## config.mk

```make
export PLATFORM = sky130hd
export DESIGN_NAME = sasf_top
export DESIGN_NICKNAME = d
export VERILOG_FILES = /design/src/logic/sasf_pkg.sv /design/src/logic/sasf_fifo.sv /design/src/logic/sasf_top.sv
export SDC_FILE = /design/constraint.sdc
export NUM_CORES = 1
export LEC_CHECK = 0
export BUFFER_PORTS_ARGS = -buffer_cell sky130_fd_sc_hd__buf_2
export CAP_MARGIN = 20
export CORE_UTILIZATION = 45
export CTS_BUF_LIST = sky130_fd_sc_hd__clkbuf_2
export CTS_CLUSTER_DIAMETER = 40
export DETAILED_ROUTE_END_ITERATION = 8
export GPL_TIMING_DRIVEN = 1
export HOLD_SLACK_MARGIN = 0.06
export PLACE_DENSITY = 0.61
export SETUP_SLACK_MARGIN = 0.1
export SLEW_MARGIN = 10
export SYNTH_ARGS = -nofsm -noshare
export SYNTH_HDL_FRONTEND = slang
export SYNTH_SLANG_ARGS = --single-unit
```

## constraint.sdc

```tcl
create_clock -name sys_clk -period 7.5 [get_ports sys_clk]
set_clock_uncertainty 0.1 [all_clocks]
set_input_delay 1.5 -clock sys_clk [delete_from_list [all_inputs] [get_ports sys_clk]]
set_output_delay 1.5 -clock sys_clk [all_outputs]
set_load 0.01 [all_outputs]
```

## src/logic/sasf_pkg.sv

```systemverilog
package sasf_pkg;

  // ----------------------------------------------------------------
  // Register map (byte addresses)
  // ----------------------------------------------------------------
  localparam logic [7:0] ADDR_CONFIG = 8'h00;
  localparam logic [7:0] ADDR_CMD = 8'h04;
  localparam logic [7:0] ADDR_STATUS = 8'h08;
  localparam logic [7:0] ADDR_DATA = 8'h0c;
  localparam logic [7:0] ADDR_IRQ_STAT = 8'h10;
  localparam logic [7:0] ADDR_IRQ_MASK = 8'h14;

  // ----------------------------------------------------------------
  // Config fields
  // ----------------------------------------------------------------
  localparam int CFG_CNT_LSB = 0;
  localparam int CFG_CH0_LSB = 4;
  localparam int CFG_CH1_LSB = 6;
  localparam int CFG_CH2_LSB = 8;
  localparam int CFG_CH3_LSB = 10;
  localparam int CFG_IVL_LSB = 16;
  localparam int CFG_MUX_LSB = 24;

  // ----------------------------------------------------------------
  // Command bits
  // ----------------------------------------------------------------
  localparam int CMD_READ = 0;
  localparam int CMD_CLEAR = 1;
  localparam int CMD_ARM = 2;
  localparam int CMD_ARM_MODE = 3;

  // ----------------------------------------------------------------
  // Status and interrupt bits
  // ----------------------------------------------------------------
  localparam int ST_BUSY = 0;
  localparam int ST_ARMED = 1;
  localparam int ST_EMPTY = 2;
  localparam int ST_OVF = 3;
  localparam int ST_ERR = 4;
  localparam int ST_CFG_BAD = 5;
  localparam int IRQ_DONE = 0;
  localparam int IRQ_EMPTY = 1;
  localparam int IRQ_OVF = 2;
  localparam int IRQ_CFG = 3;

  // ----------------------------------------------------------------
  // Reset values and counts
  // ----------------------------------------------------------------
  localparam logic [2:0] RST_CNT4 = 3'h4;
  localparam logic [2:0] RST_CNT2 = 3'h2;
  localparam int CONV_CYCLES = 4;
  localparam logic ARM_ENABLE = 1'b0;

  typedef enum logic [2:0] {
    ST_IDLE = 3'b001,
    ST_CONV = 3'b010,
    ST_LOAD = 3'b100
  } sasf_state_t;

endpackage

```

## src/logic/sasf_fifo.sv

```systemverilog
`timescale 1ns/1ps
module sasf_fifo #(
  parameter int WIDTH = 64,
  parameter int DEPTH = 8
) (
  // Clock and reset
  input wire logic sys_clk,
  input wire logic arst_n,
  // Control
  input wire logic flush,
  // Write side
  input wire logic wr_valid,
  output logic wr_ready,
  input wire logic [WIDTH-1:0] wr_data,
  // Read side
  input wire logic rd_pop,
  output logic rd_valid,
  output logic [WIDTH-1:0] rd_data
);

  localparam int AW = $clog2(DEPTH);

  initial begin
    if (DEPTH < 2 || (DEPTH & (DEPTH - 1)) != 0) begin
      $error("sasf_fifo: DEPTH must be a power of two >= 2");
    end
  end

  typedef struct packed {
    logic [AW:0] wp;
    logic [AW:0] rp;
  } sasf_fifo_st_t;

  sasf_fifo_st_t st;
  sasf_fifo_st_t next_st;
  logic [WIDTH-1:0] mem [DEPTH];
  logic do_wr;
  logic do_rd;

  // Full when pointers differ only in the wrap bit
  assign wr_ready = (st.wp ^ st.rp) != {1'b1, {AW{1'b0}}};
  assign rd_valid = st.wp != st.rp;
  assign do_wr = wr_valid && wr_ready && !flush;
  assign do_rd = rd_pop && rd_valid && !flush;
  assign rd_data = mem[st.rp[AW-1:0]];

  // Pointer update; flush wins over traffic
  always_comb begin
    next_st = st;
    if (flush) begin
      next_st.wp = '0;
      next_st.rp = '0;
    end else begin
      if (do_wr) next_st.wp = st.wp + 1'b1;
      if (do_rd) next_st.rp = st.rp + 1'b1;
    end
  end

  always_ff @(posedge sys_clk or negedge arst_n) begin
    if (!arst_n) begin
      st <= '0;
    end else begin
      st <= next_st;
    end
  end

  // Storage has no reset, data only
  always_ff @(posedge sys_clk) begin
    if (do_wr) begin
      mem[st.wp[AW-1:0]] <= wr_data;
    end
  end

endmodule

```

## src/logic/sasf_top.sv

```systemverilog
// The implementer's own choices: the register offsets and the APB interface to the registers.
`timescale 1ns/1ps
// Function
// - Each read yields exactly scan_channel_count values, except an armed single-channel read, which yields a pair.
// - 12-bit variant returns sign-extended two's complement readings.
// - 16-bit variants return signed 16-bit readings.
// - Unarmed read samples all scanned channels immediately.
// - Armed read pops oldest stored sample set, FIFO order.
// - Armed read with empty FIFO flags error, no data.
// - Clear command empties FIFO and clears overflow, any time; an overflow first raised in the clear's own cycle stays set.
// - Single-channel external mode stores pairs, earlier sample first.
// - Channel count 1,2,4 (four inputs) or 1,2 (two inputs).
// - Four-input lists: single, 0-1, 2-3, or 0-1-2-3.
// - Two-input lists: single, 0-1 or 1-0.
// - Gain fixed at unity; gain settings ignored.
// - All channels sampled together; interval must be zero.
// - Scan list defaults to all input channels after reset.
// - Arm flushes FIFO; sample on pin rise or bus-clock fall.
// - Arm mode 0 enables external conversion, 1 disables.
module sasf_top #(
  parameter int NUM_INPUTS = 4,
  parameter int ADC_BITS = 12,
  parameter int FIFO_DEPTH = 8
) (
  // Clock and reset
  input wire logic sys_clk,
  input wire logic arst_n,
  // APB slave
  input wire logic psel,
  input wire logic penable,
  input wire logic pwrite,
  input wire logic [7:0] paddr,
  input wire logic [31:0] pwdata,
  output logic [31:0] prdata,
  output logic pready,
  output logic pslverr,
  // Analog front end
  output logic conv_start,
  input wire logic conv_done,
  input wire logic [4*16-1:0] adc_data,
  // External clocks
  input wire logic ext_sample_clock_pin,
  input wire logic bus_sample_clock_in,
  // Interrupt
  output logic irq
);

  initial begin
    if (NUM_INPUTS != 2 && NUM_INPUTS != 4) begin
      $error("sasf_top: NUM_INPUTS must be 2 or 4");
    end
    if (ADC_BITS != 12 && ADC_BITS != 16) begin
      $error("sasf_top: ADC_BITS must be 12 or 16");
    end
  end

  // ----------------------------------------------------------------
  // State
  // ----------------------------------------------------------------
  typedef struct packed {
    sasf_pkg::sasf_state_t fsm;
    logic [2:0] cnt;
    logic [7:0] chsel;
    logic armed;
    logic err;
    logic ovf;
    logic cfg_bad;
    logic ext_run;
    logic half;
    logic [15:0] held;
    logic [63:0] smp;
    logic [63:0] res;
    logic [2:0] rd_idx;
    logic [3:0] istat;
    logic [3:0] imask;
    logic pin_d;
    logic bus_d;
    logic conv_start;
  } sasf_st_t;

  sasf_st_t st;
  sasf_st_t next_st;

  logic wr_acc;
  logic rd_acc;
  logic ext_edge;
  logic fifo_flush;
  logic fifo_push;
  logic fifo_ready;
  logic fifo_valid;
  logic fifo_pop;
  logic [63:0] fifo_dout;
  logic [63:0] fifo_din;
  logic [63:0] sample_set;
  logic [15:0] ch_word [4];
  logic [31:0] rd_mux;
  logic cfg_ok;
  logic [2:0] w_cnt;
  logic [7:0] w_ch;

  assign wr_acc = psel && penable && pwrite;
  assign rd_acc = psel && penable && !pwrite;
  assign w_cnt = pwdata[sasf_pkg::CFG_CNT_LSB +: 3];
  assign w_ch = pwdata[sasf_pkg::CFG_CH0_LSB +: 8];

  // Per-input widening to a signed 16-bit word
  genvar gi;
  generate
    for (gi = 0; gi < 4; gi++) begin : g_ch
      if (ADC_BITS == 12) begin : g_12
        assign ch_word[gi] = {{4{adc_data[gi*16+11]}},
                              adc_data[gi*16 +: 12]};
      end else begin : g_16
        assign ch_word[gi] = adc_data[gi*16 +: 16];
      end
    end
  endgenerate

  // Pack scan list in order; unity gain, no scaling path
  // gain fixed
  always_comb begin
    sample_set = '0;
    for (int k = 0; k < 4; k++) begin
      if (3'(k) < st.cnt) begin
        sample_set[k*16 +: 16] = ch_word[st.chsel[k*2 +: 2]];
      end
    end
  end

  // Validate a scan setup write
  // count check
  always_comb begin
    cfg_ok = 1'b0;
    if (NUM_INPUTS == 4) begin
      if (w_cnt == 3'h1) cfg_ok = 1'b1;
      else if (w_cnt == 3'h2) begin
        cfg_ok = (w_ch[3:0] == 4'h4) || (w_ch[3:0] == 4'he);
      end else if (w_cnt == 3'h4) cfg_ok = (w_ch == 8'he4);
    end else begin
      if (w_cnt == 3'h1) cfg_ok = !w_ch[1];
      else if (w_cnt == 3'h2) begin
        cfg_ok = (w_ch[3:0] == 4'h4) || (w_ch[3:0] == 4'h1);
      end
    end
    if (pwdata[sasf_pkg::CFG_IVL_LSB +: 8] != 8'h00) cfg_ok = 1'b0;
  end

  // External edge: pin rising or bus clock falling
  // edge select
  assign ext_edge = st.ext_run &&
    ((ext_sample_clock_pin && !st.pin_d) ||
     (!bus_sample_clock_in && st.bus_d));

  assign fifo_flush = wr_acc && paddr == sasf_pkg::ADDR_CMD &&
    (pwdata[sasf_pkg::CMD_CLEAR] || pwdata[sasf_pkg::CMD_ARM]);
  assign fifo_din = (st.cnt == 3'h1) ?
    {32'h0, st.smp[15:0], st.held} : st.smp;
  assign fifo_push = st.fsm == sasf_pkg::ST_LOAD && st.armed &&
    (st.cnt != 3'h1 || st.half) && !fifo_flush;
  assign fifo_pop = st.fsm == sasf_pkg::ST_IDLE && st.armed && !ext_edge &&
    wr_acc && paddr == sasf_pkg::ADDR_CMD &&
    pwdata[sasf_pkg::CMD_READ] && !fifo_flush;

  sasf_fifo #(.WIDTH(64), .DEPTH(FIFO_DEPTH)) u_fifo (
    .sys_clk(sys_clk),
    .arst_n(arst_n),
    .flush(fifo_flush),
    .wr_valid(fifo_push),
    .wr_ready(fifo_ready),
    .wr_data(fifo_din),
    .rd_pop(fifo_pop),
    .rd_valid(fifo_valid),
    .rd_data(fifo_dout)
  );

  // Main next-state logic
  always_comb begin
    next_st = st;
    next_st.pin_d = ext_sample_clock_pin;
    next_st.bus_d = bus_sample_clock_in;
    next_st.conv_start = 1'b0;
    // Result words walk on each data read; a new result restarts them
    if (rd_acc && paddr == sasf_pkg::ADDR_DATA) begin
      next_st.rd_idx = st.rd_idx + 3'h1;
    end
    case (st.fsm)
      sasf_pkg::ST_IDLE: begin
        if (ext_edge) begin
          next_st.conv_start = 1'b1;
          next_st.fsm = sasf_pkg::ST_CONV;
        end
      end
      sasf_pkg::ST_CONV: begin
        if (conv_done) begin
          // Lanes are valid only while done is high
          next_st.smp = sample_set;
          next_st.fsm = sasf_pkg::ST_LOAD;
        end
      end
      sasf_pkg::ST_LOAD: begin
        next_st.fsm = sasf_pkg::ST_IDLE;
        if (st.armed) begin
          if (st.cnt == 3'h1 && !st.half) begin
            next_st.held = st.smp[15:0];
            next_st.half = 1'b1;
          end else if (!fifo_ready) begin
            next_st.ovf = 1'b1;
            next_st.istat[sasf_pkg::IRQ_OVF] = 1'b1;
            next_st.half = 1'b0;
          end else begin
            next_st.half = 1'b0;
          end
        end else begin
          next_st.res = st.smp;
          next_st.rd_idx = '0;
          next_st.istat[sasf_pkg::IRQ_DONE] = 1'b1;
        end
      end
      default: next_st.fsm = sasf_pkg::ST_IDLE;
    endcase
    // Read clears only bits shown at setup; later sets survive
    if (rd_acc && paddr == sasf_pkg::ADDR_IRQ_STAT) begin
      next_st.istat = st.istat & ~prdata[3:0];
      if (st.fsm == sasf_pkg::ST_LOAD) begin
        next_st.istat[sasf_pkg::IRQ_DONE] |= !st.armed;
        next_st.istat[sasf_pkg::IRQ_OVF] |= st.armed && !fifo_ready &&
          (st.cnt != 3'h1 || st.half);
      end
    end
    if (wr_acc && paddr == sasf_pkg::ADDR_CONFIG) begin
      if (cfg_ok) begin
        next_st.cnt = w_cnt;
        next_st.chsel = w_ch;
        next_st.cfg_bad = 1'b0;
        next_st.half = 1'b0;
      end else begin
        next_st.cfg_bad = 1'b1;
        next_st.istat[sasf_pkg::IRQ_CFG] = 1'b1;
      end
    end
    if (wr_acc && paddr == sasf_pkg::ADDR_IRQ_MASK) begin
      next_st.imask = pwdata[3:0];
    end
    if (wr_acc && paddr == sasf_pkg::ADDR_CMD) begin
      if (pwdata[sasf_pkg::CMD_CLEAR]) begin
        next_st.ovf = next_st.ovf && !st.ovf;
        next_st.err = 1'b0;
        next_st.half = 1'b0;
      end
      if (pwdata[sasf_pkg::CMD_ARM]) begin
        next_st.armed = pwdata[sasf_pkg::CMD_ARM_MODE] ==
          sasf_pkg::ARM_ENABLE;
        next_st.ext_run = next_st.armed;
        next_st.half = 1'b0;
      end else if (pwdata[sasf_pkg::CMD_READ] &&
                   st.fsm == sasf_pkg::ST_IDLE && !ext_edge) begin
        if (!st.armed) begin
          next_st.conv_start = 1'b1;
          next_st.fsm = sasf_pkg::ST_CONV;
          next_st.err = 1'b0;
        end else if (fifo_valid && !pwdata[sasf_pkg::CMD_CLEAR]) begin
          next_st.res = fifo_dout;
          next_st.rd_idx = '0;
          next_st.err = 1'b0;
          next_st.istat[sasf_pkg::IRQ_DONE] = 1'b1;
        end else begin
          next_st.err = 1'b1;
          next_st.istat[sasf_pkg::IRQ_EMPTY] = 1'b1;
        end
      end
    end
  end

  // Read mux; data register returns two readings per word
  always_comb begin
    rd_mux = 32'h0;
    if (paddr == sasf_pkg::ADDR_CONFIG) begin
      rd_mux = {24'h0, st.chsel[3:0], 1'b0, st.cnt};
      rd_mux[sasf_pkg::CFG_CH2_LSB +: 4] = st.chsel[7:4];
    end else if (paddr == sasf_pkg::ADDR_STATUS) begin
      rd_mux[sasf_pkg::ST_BUSY] = st.fsm != sasf_pkg::ST_IDLE;
      rd_mux[sasf_pkg::ST_ARMED] = st.armed;
      rd_mux[sasf_pkg::ST_EMPTY] = !fifo_valid;
      rd_mux[sasf_pkg::ST_OVF] = st.ovf;
      rd_mux[sasf_pkg::ST_ERR] = st.err;
      rd_mux[sasf_pkg::ST_CFG_BAD] = st.cfg_bad;
    end else if (paddr == sasf_pkg::ADDR_DATA) begin
      rd_mux = st.rd_idx[0] ? st.res[63:32] : st.res[31:0];
    end else if (paddr == sasf_pkg::ADDR_IRQ_STAT) begin
      rd_mux = {28'h0, st.istat};
    end else if (paddr == sasf_pkg::ADDR_IRQ_MASK) begin
      rd_mux = {28'h0, st.imask};
    end
  end

  always_ff @(posedge sys_clk or negedge arst_n) begin
    if (!arst_n) begin
      st <= '0;
      st.fsm <= sasf_pkg::ST_IDLE;
      st.cnt <= (NUM_INPUTS == 4) ? sasf_pkg::RST_CNT4 :
                sasf_pkg::RST_CNT2;
      st.chsel <= (NUM_INPUTS == 4) ? 8'he4 : 8'h04;
      st.pin_d <= 1'b0;
      st.bus_d <= 1'b1;
      prdata <= 32'h0;
    end else begin
      st <= next_st;
      if (psel && !penable && !pwrite) prdata <= rd_mux;
    end
  end

  // Setup cycle latches read data, so access completes at once
  assign pready = 1'b1;
  assign pslverr = psel && penable && !(paddr == sasf_pkg::ADDR_CONFIG ||
    paddr == sasf_pkg::ADDR_CMD || paddr == sasf_pkg::ADDR_STATUS ||
    paddr == sasf_pkg::ADDR_DATA || paddr == sasf_pkg::ADDR_IRQ_STAT ||
    paddr == sasf_pkg::ADDR_IRQ_MASK);
  assign conv_start = st.conv_start;
  assign irq = |(st.istat & st.imask);

endmodule
```

==> results.md <==
- Run status: complete, but fails checks
- Failing checks: DRC
- Min-delay worst type: in2reg
- Core box area: 0.0539 mm2
- Synth warnings: 0
- Most frequent CP cell: buf_2
- Fin. Hold Viols: 0
- Post-synthesis mux area share: 22.4%
- Critical path buffers and inverters: 2
- Die X: 236 um
- CTS Buffer Depth: 3
- Die area: 0.0556 mm2
- Max-slew headroom: 19.2%
- WS Path Type: in2out
- CTS Buf Count: 149
- CP Data Arrival Time: 3.01 ns
- Placer Congestion: 0.816
- Worst Setup End Kind: primary output
- P_leak: 0.0102 uW
- Final WS setup: 2.89 ns
- EDFF count, synth: 384
- Avg Cell Area, Syn: 17.5 um2
- Worst slack at placement: 2.56 ns
- CTS tree: yes
- GRT Total Usage: 23.1%
- Initial antenna violation count: 2
- Routed WL: 61.8 mm
- Top FF cell, synth: edfxtp_1
- Post-Syn Nets: 1521
- Pwr per Cell Area: 214 mW/mm2
- Crit-path slowest cell: or4_1
- Delay-heaviest family, CP: simple AND/OR/NAND/NOR gates
- Remaining routing DRC violations: 2
- Setup TNS: 0 ns
- Post-Synth Simple-Gate Area: 4.21%
- Number of global-route vias before repair: 14653
- Post-synth top cells: 384 x edfxtp_1, 188 x dfrtp_1, 161 x mux2i_1
- RSZ-0062 raised after global routing: no
- Root buf cell: clkbuf_2
- Yosys top cell by area: edfxtp_1
- Dominant cells by area after synthesis: edfxtp_1 47%, dfrtp_1 19%, mux4_2 13%, mux2i_1 6.6%, mux2_2 2.7%
- Largest family of logic cells by synthesized area: multiplexers
- Clk_lat worst skew: 1.32 ns
- Synth-to-layout area growth: 11.5%
- Vias: 14070
- Layout cell share with drive strength beyond 1: 36.8%
- Clock-pin slew on the worst setup and hold paths: 0.08 ns
- 1st-pass router iterations: 8
- Fill cells: 4564
- Multi-input logic area: 0.00784 mm2
- Final critical-path required period: 4.61 ns
- GR Overflow Total: 0
- Count of cell types in the netlist: 58
- Post-detail-place hpwl: 35.6 mm
- FF/Latch Area: 0.0164 mm2
- Antenna Nets Post-Route: 0
- Adder and majority gate portion of the synthesized area: 0.102%
- Yosys top cell area share: 46.9%
- Most frequent cell after synthesis: edfxtp_1
- Chip Height: 236 um
- Cells along the critical path: buf_2, or4_1, nand2b_1, nor3b_1, buf_2
- Slew Limit Fails: 0
- Final Hold Slack: 0.235 ns
- First-pass GRT wire length: 92.4 mm
- Post-CTS Hold Buffers: 0
- Max stage delay on crit path: 0.69 ns
- Fmax: 217 MHz
- Initial Util: 45.6%
- Synth Register Bits: 579
- I/O Buffers: 118
- Resized cells post-CTS: 0
- IO Pins: 148
- Worst setup SP type: primary input
- Fraction of registers with async set/reset: 33.7%
- Register area share after synthesis: 66.8%
- Final net count: 1724
- Post-synthesis cell count: 1407
- Compound-Gate Fraction of Synth Area: 4.51%
- CTS sink cnt: 579
- CP max FO: 8
- Final Setup Violations: 0
- Least-Margin Pin Slew: 1.21 ns
- Initial DRC Count: 1095
- WL per Instance: 25.4 um
- Worst VDD drop: 0.147 mV
- H-tree depth: 4
- Max cap viols: 0
- Mapped cell area: 0.0246 mm2
- Synth Area in XOR/XNOR: 0.320%
- Largest net degree at the start of global routing: 129
- # Post-CTS Setup Buffers: 0
- CP Data Required Time: 5.90 ns
- Final worst path period share: 61.4%
- Via/cell ratio: 5.78
- Row Count: 85
==> final timing paths <==
path                                startpoint                end  slack, ns  cells after the start
max reg2reg                            st[174]  u_fifo.mem[6][56]       3.52                      7
min                        bus_sample_clock_in              st[1]       0.23                      1
max                                   paddr[5]            pslverr       2.89                      5
max in group asynchronous               arst_n            st[136]       4.89                      4
min in group asynchronous               arst_n          prdata[4]       0.59                      2
min reg2reg                         prdata[23]         prdata[23]       0.38                      2
==> area by class of cell <==
class	instances	share of cell area (%)
Inverter	7	0.0958
Multi-Input combinational cell	726	28.6
Tap cell	696	3.17
Clock inverter	35	0.734
Clock buffer	239	4.36
Sequential cell	579	59.9
Antenna cell	6	0.0547
Timing Repair Buffer	147	3.09
==> report_power, final <==
part	switching [uW]	internal [uW]	leakage, uW
registers	40.9	3410	0.00584
logic	150	95.5	0.00326
clock network	1270	909	0.00110
==> stage by stage <==
stage                     cells  total power [uW]  cell area, um2  util (%)
after CTS                  2427              5960           27400      50.8
final                      2435              5880           27400      50.9
after global routing       2431              6150           27400      50.9
after floorplan            1407              3640           24600         -
after global placement     2152              3760           26000      48.2
after detailed placement   2153              3770           26000      48.2
==> placed cells by master, fill, tap and decap left out, types with 7 or more instances in the layout <==
| cell type | synthesis | routed |
|---|---|---|
| edfxtp_1 | 384 | 384 |
| clkbuf_2 | 0 | 239 |
| dfrtp_1 | 188 | 184 |
| mux2i_1 | 161 | 161 |
| mux4_2 | 144 | 144 |
| buf_2 | 4 | 117 |
| nand2_1 | 70 | 70 |
| mux2_2 | 59 | 59 |
| a22o_1 | 50 | 50 |
| nor2b_1 | 33 | 33 |
| o21ai_0 | 31 | 31 |
| nor2_1 | 33 | 26 |
| buf_4 | 5 | 26 |
| a31oi_1 | 21 | 21 |
| clkinv_1 | 0 | 21 |
| a21oi_1 | 14 | 14 |
| nand2b_1 | 8 | 8 |
| inv_1 | 7 | 7 |
| nand3_1 | 7 | 7 |
| clkinv_2 | 0 | 7 |
| dfstp_2 | 7 | 7 |
==> metal layers <==
metal	vias up	GRT usage (%)	part of all wire [%]
met1	7364	30.5	42
met3	91	5.51	6.8
met2	498	36.9	49
met5	-	0	0
met4	0	9.37	2.1
li1	6117	-	-
==> state kept, by name, summed over array words and instances (netlist names) <==
register	flops
u_fifo.st	8
prdata	32
conv_start	1
st	154
u_fifo.mem	384
==> cells by family (layout without fill, tap and decap cells) <==
logic type      after synthesis  after routing
compound gates              151            151
buf+inv                     102            428
mux                         364            364
other cells                   1              7
flops                       579            579
fa+ha+maj                     2              2
simple gates                199            199
xor+xnor                      9              9
Note: power is estimated with default switching activity, not from simulation.
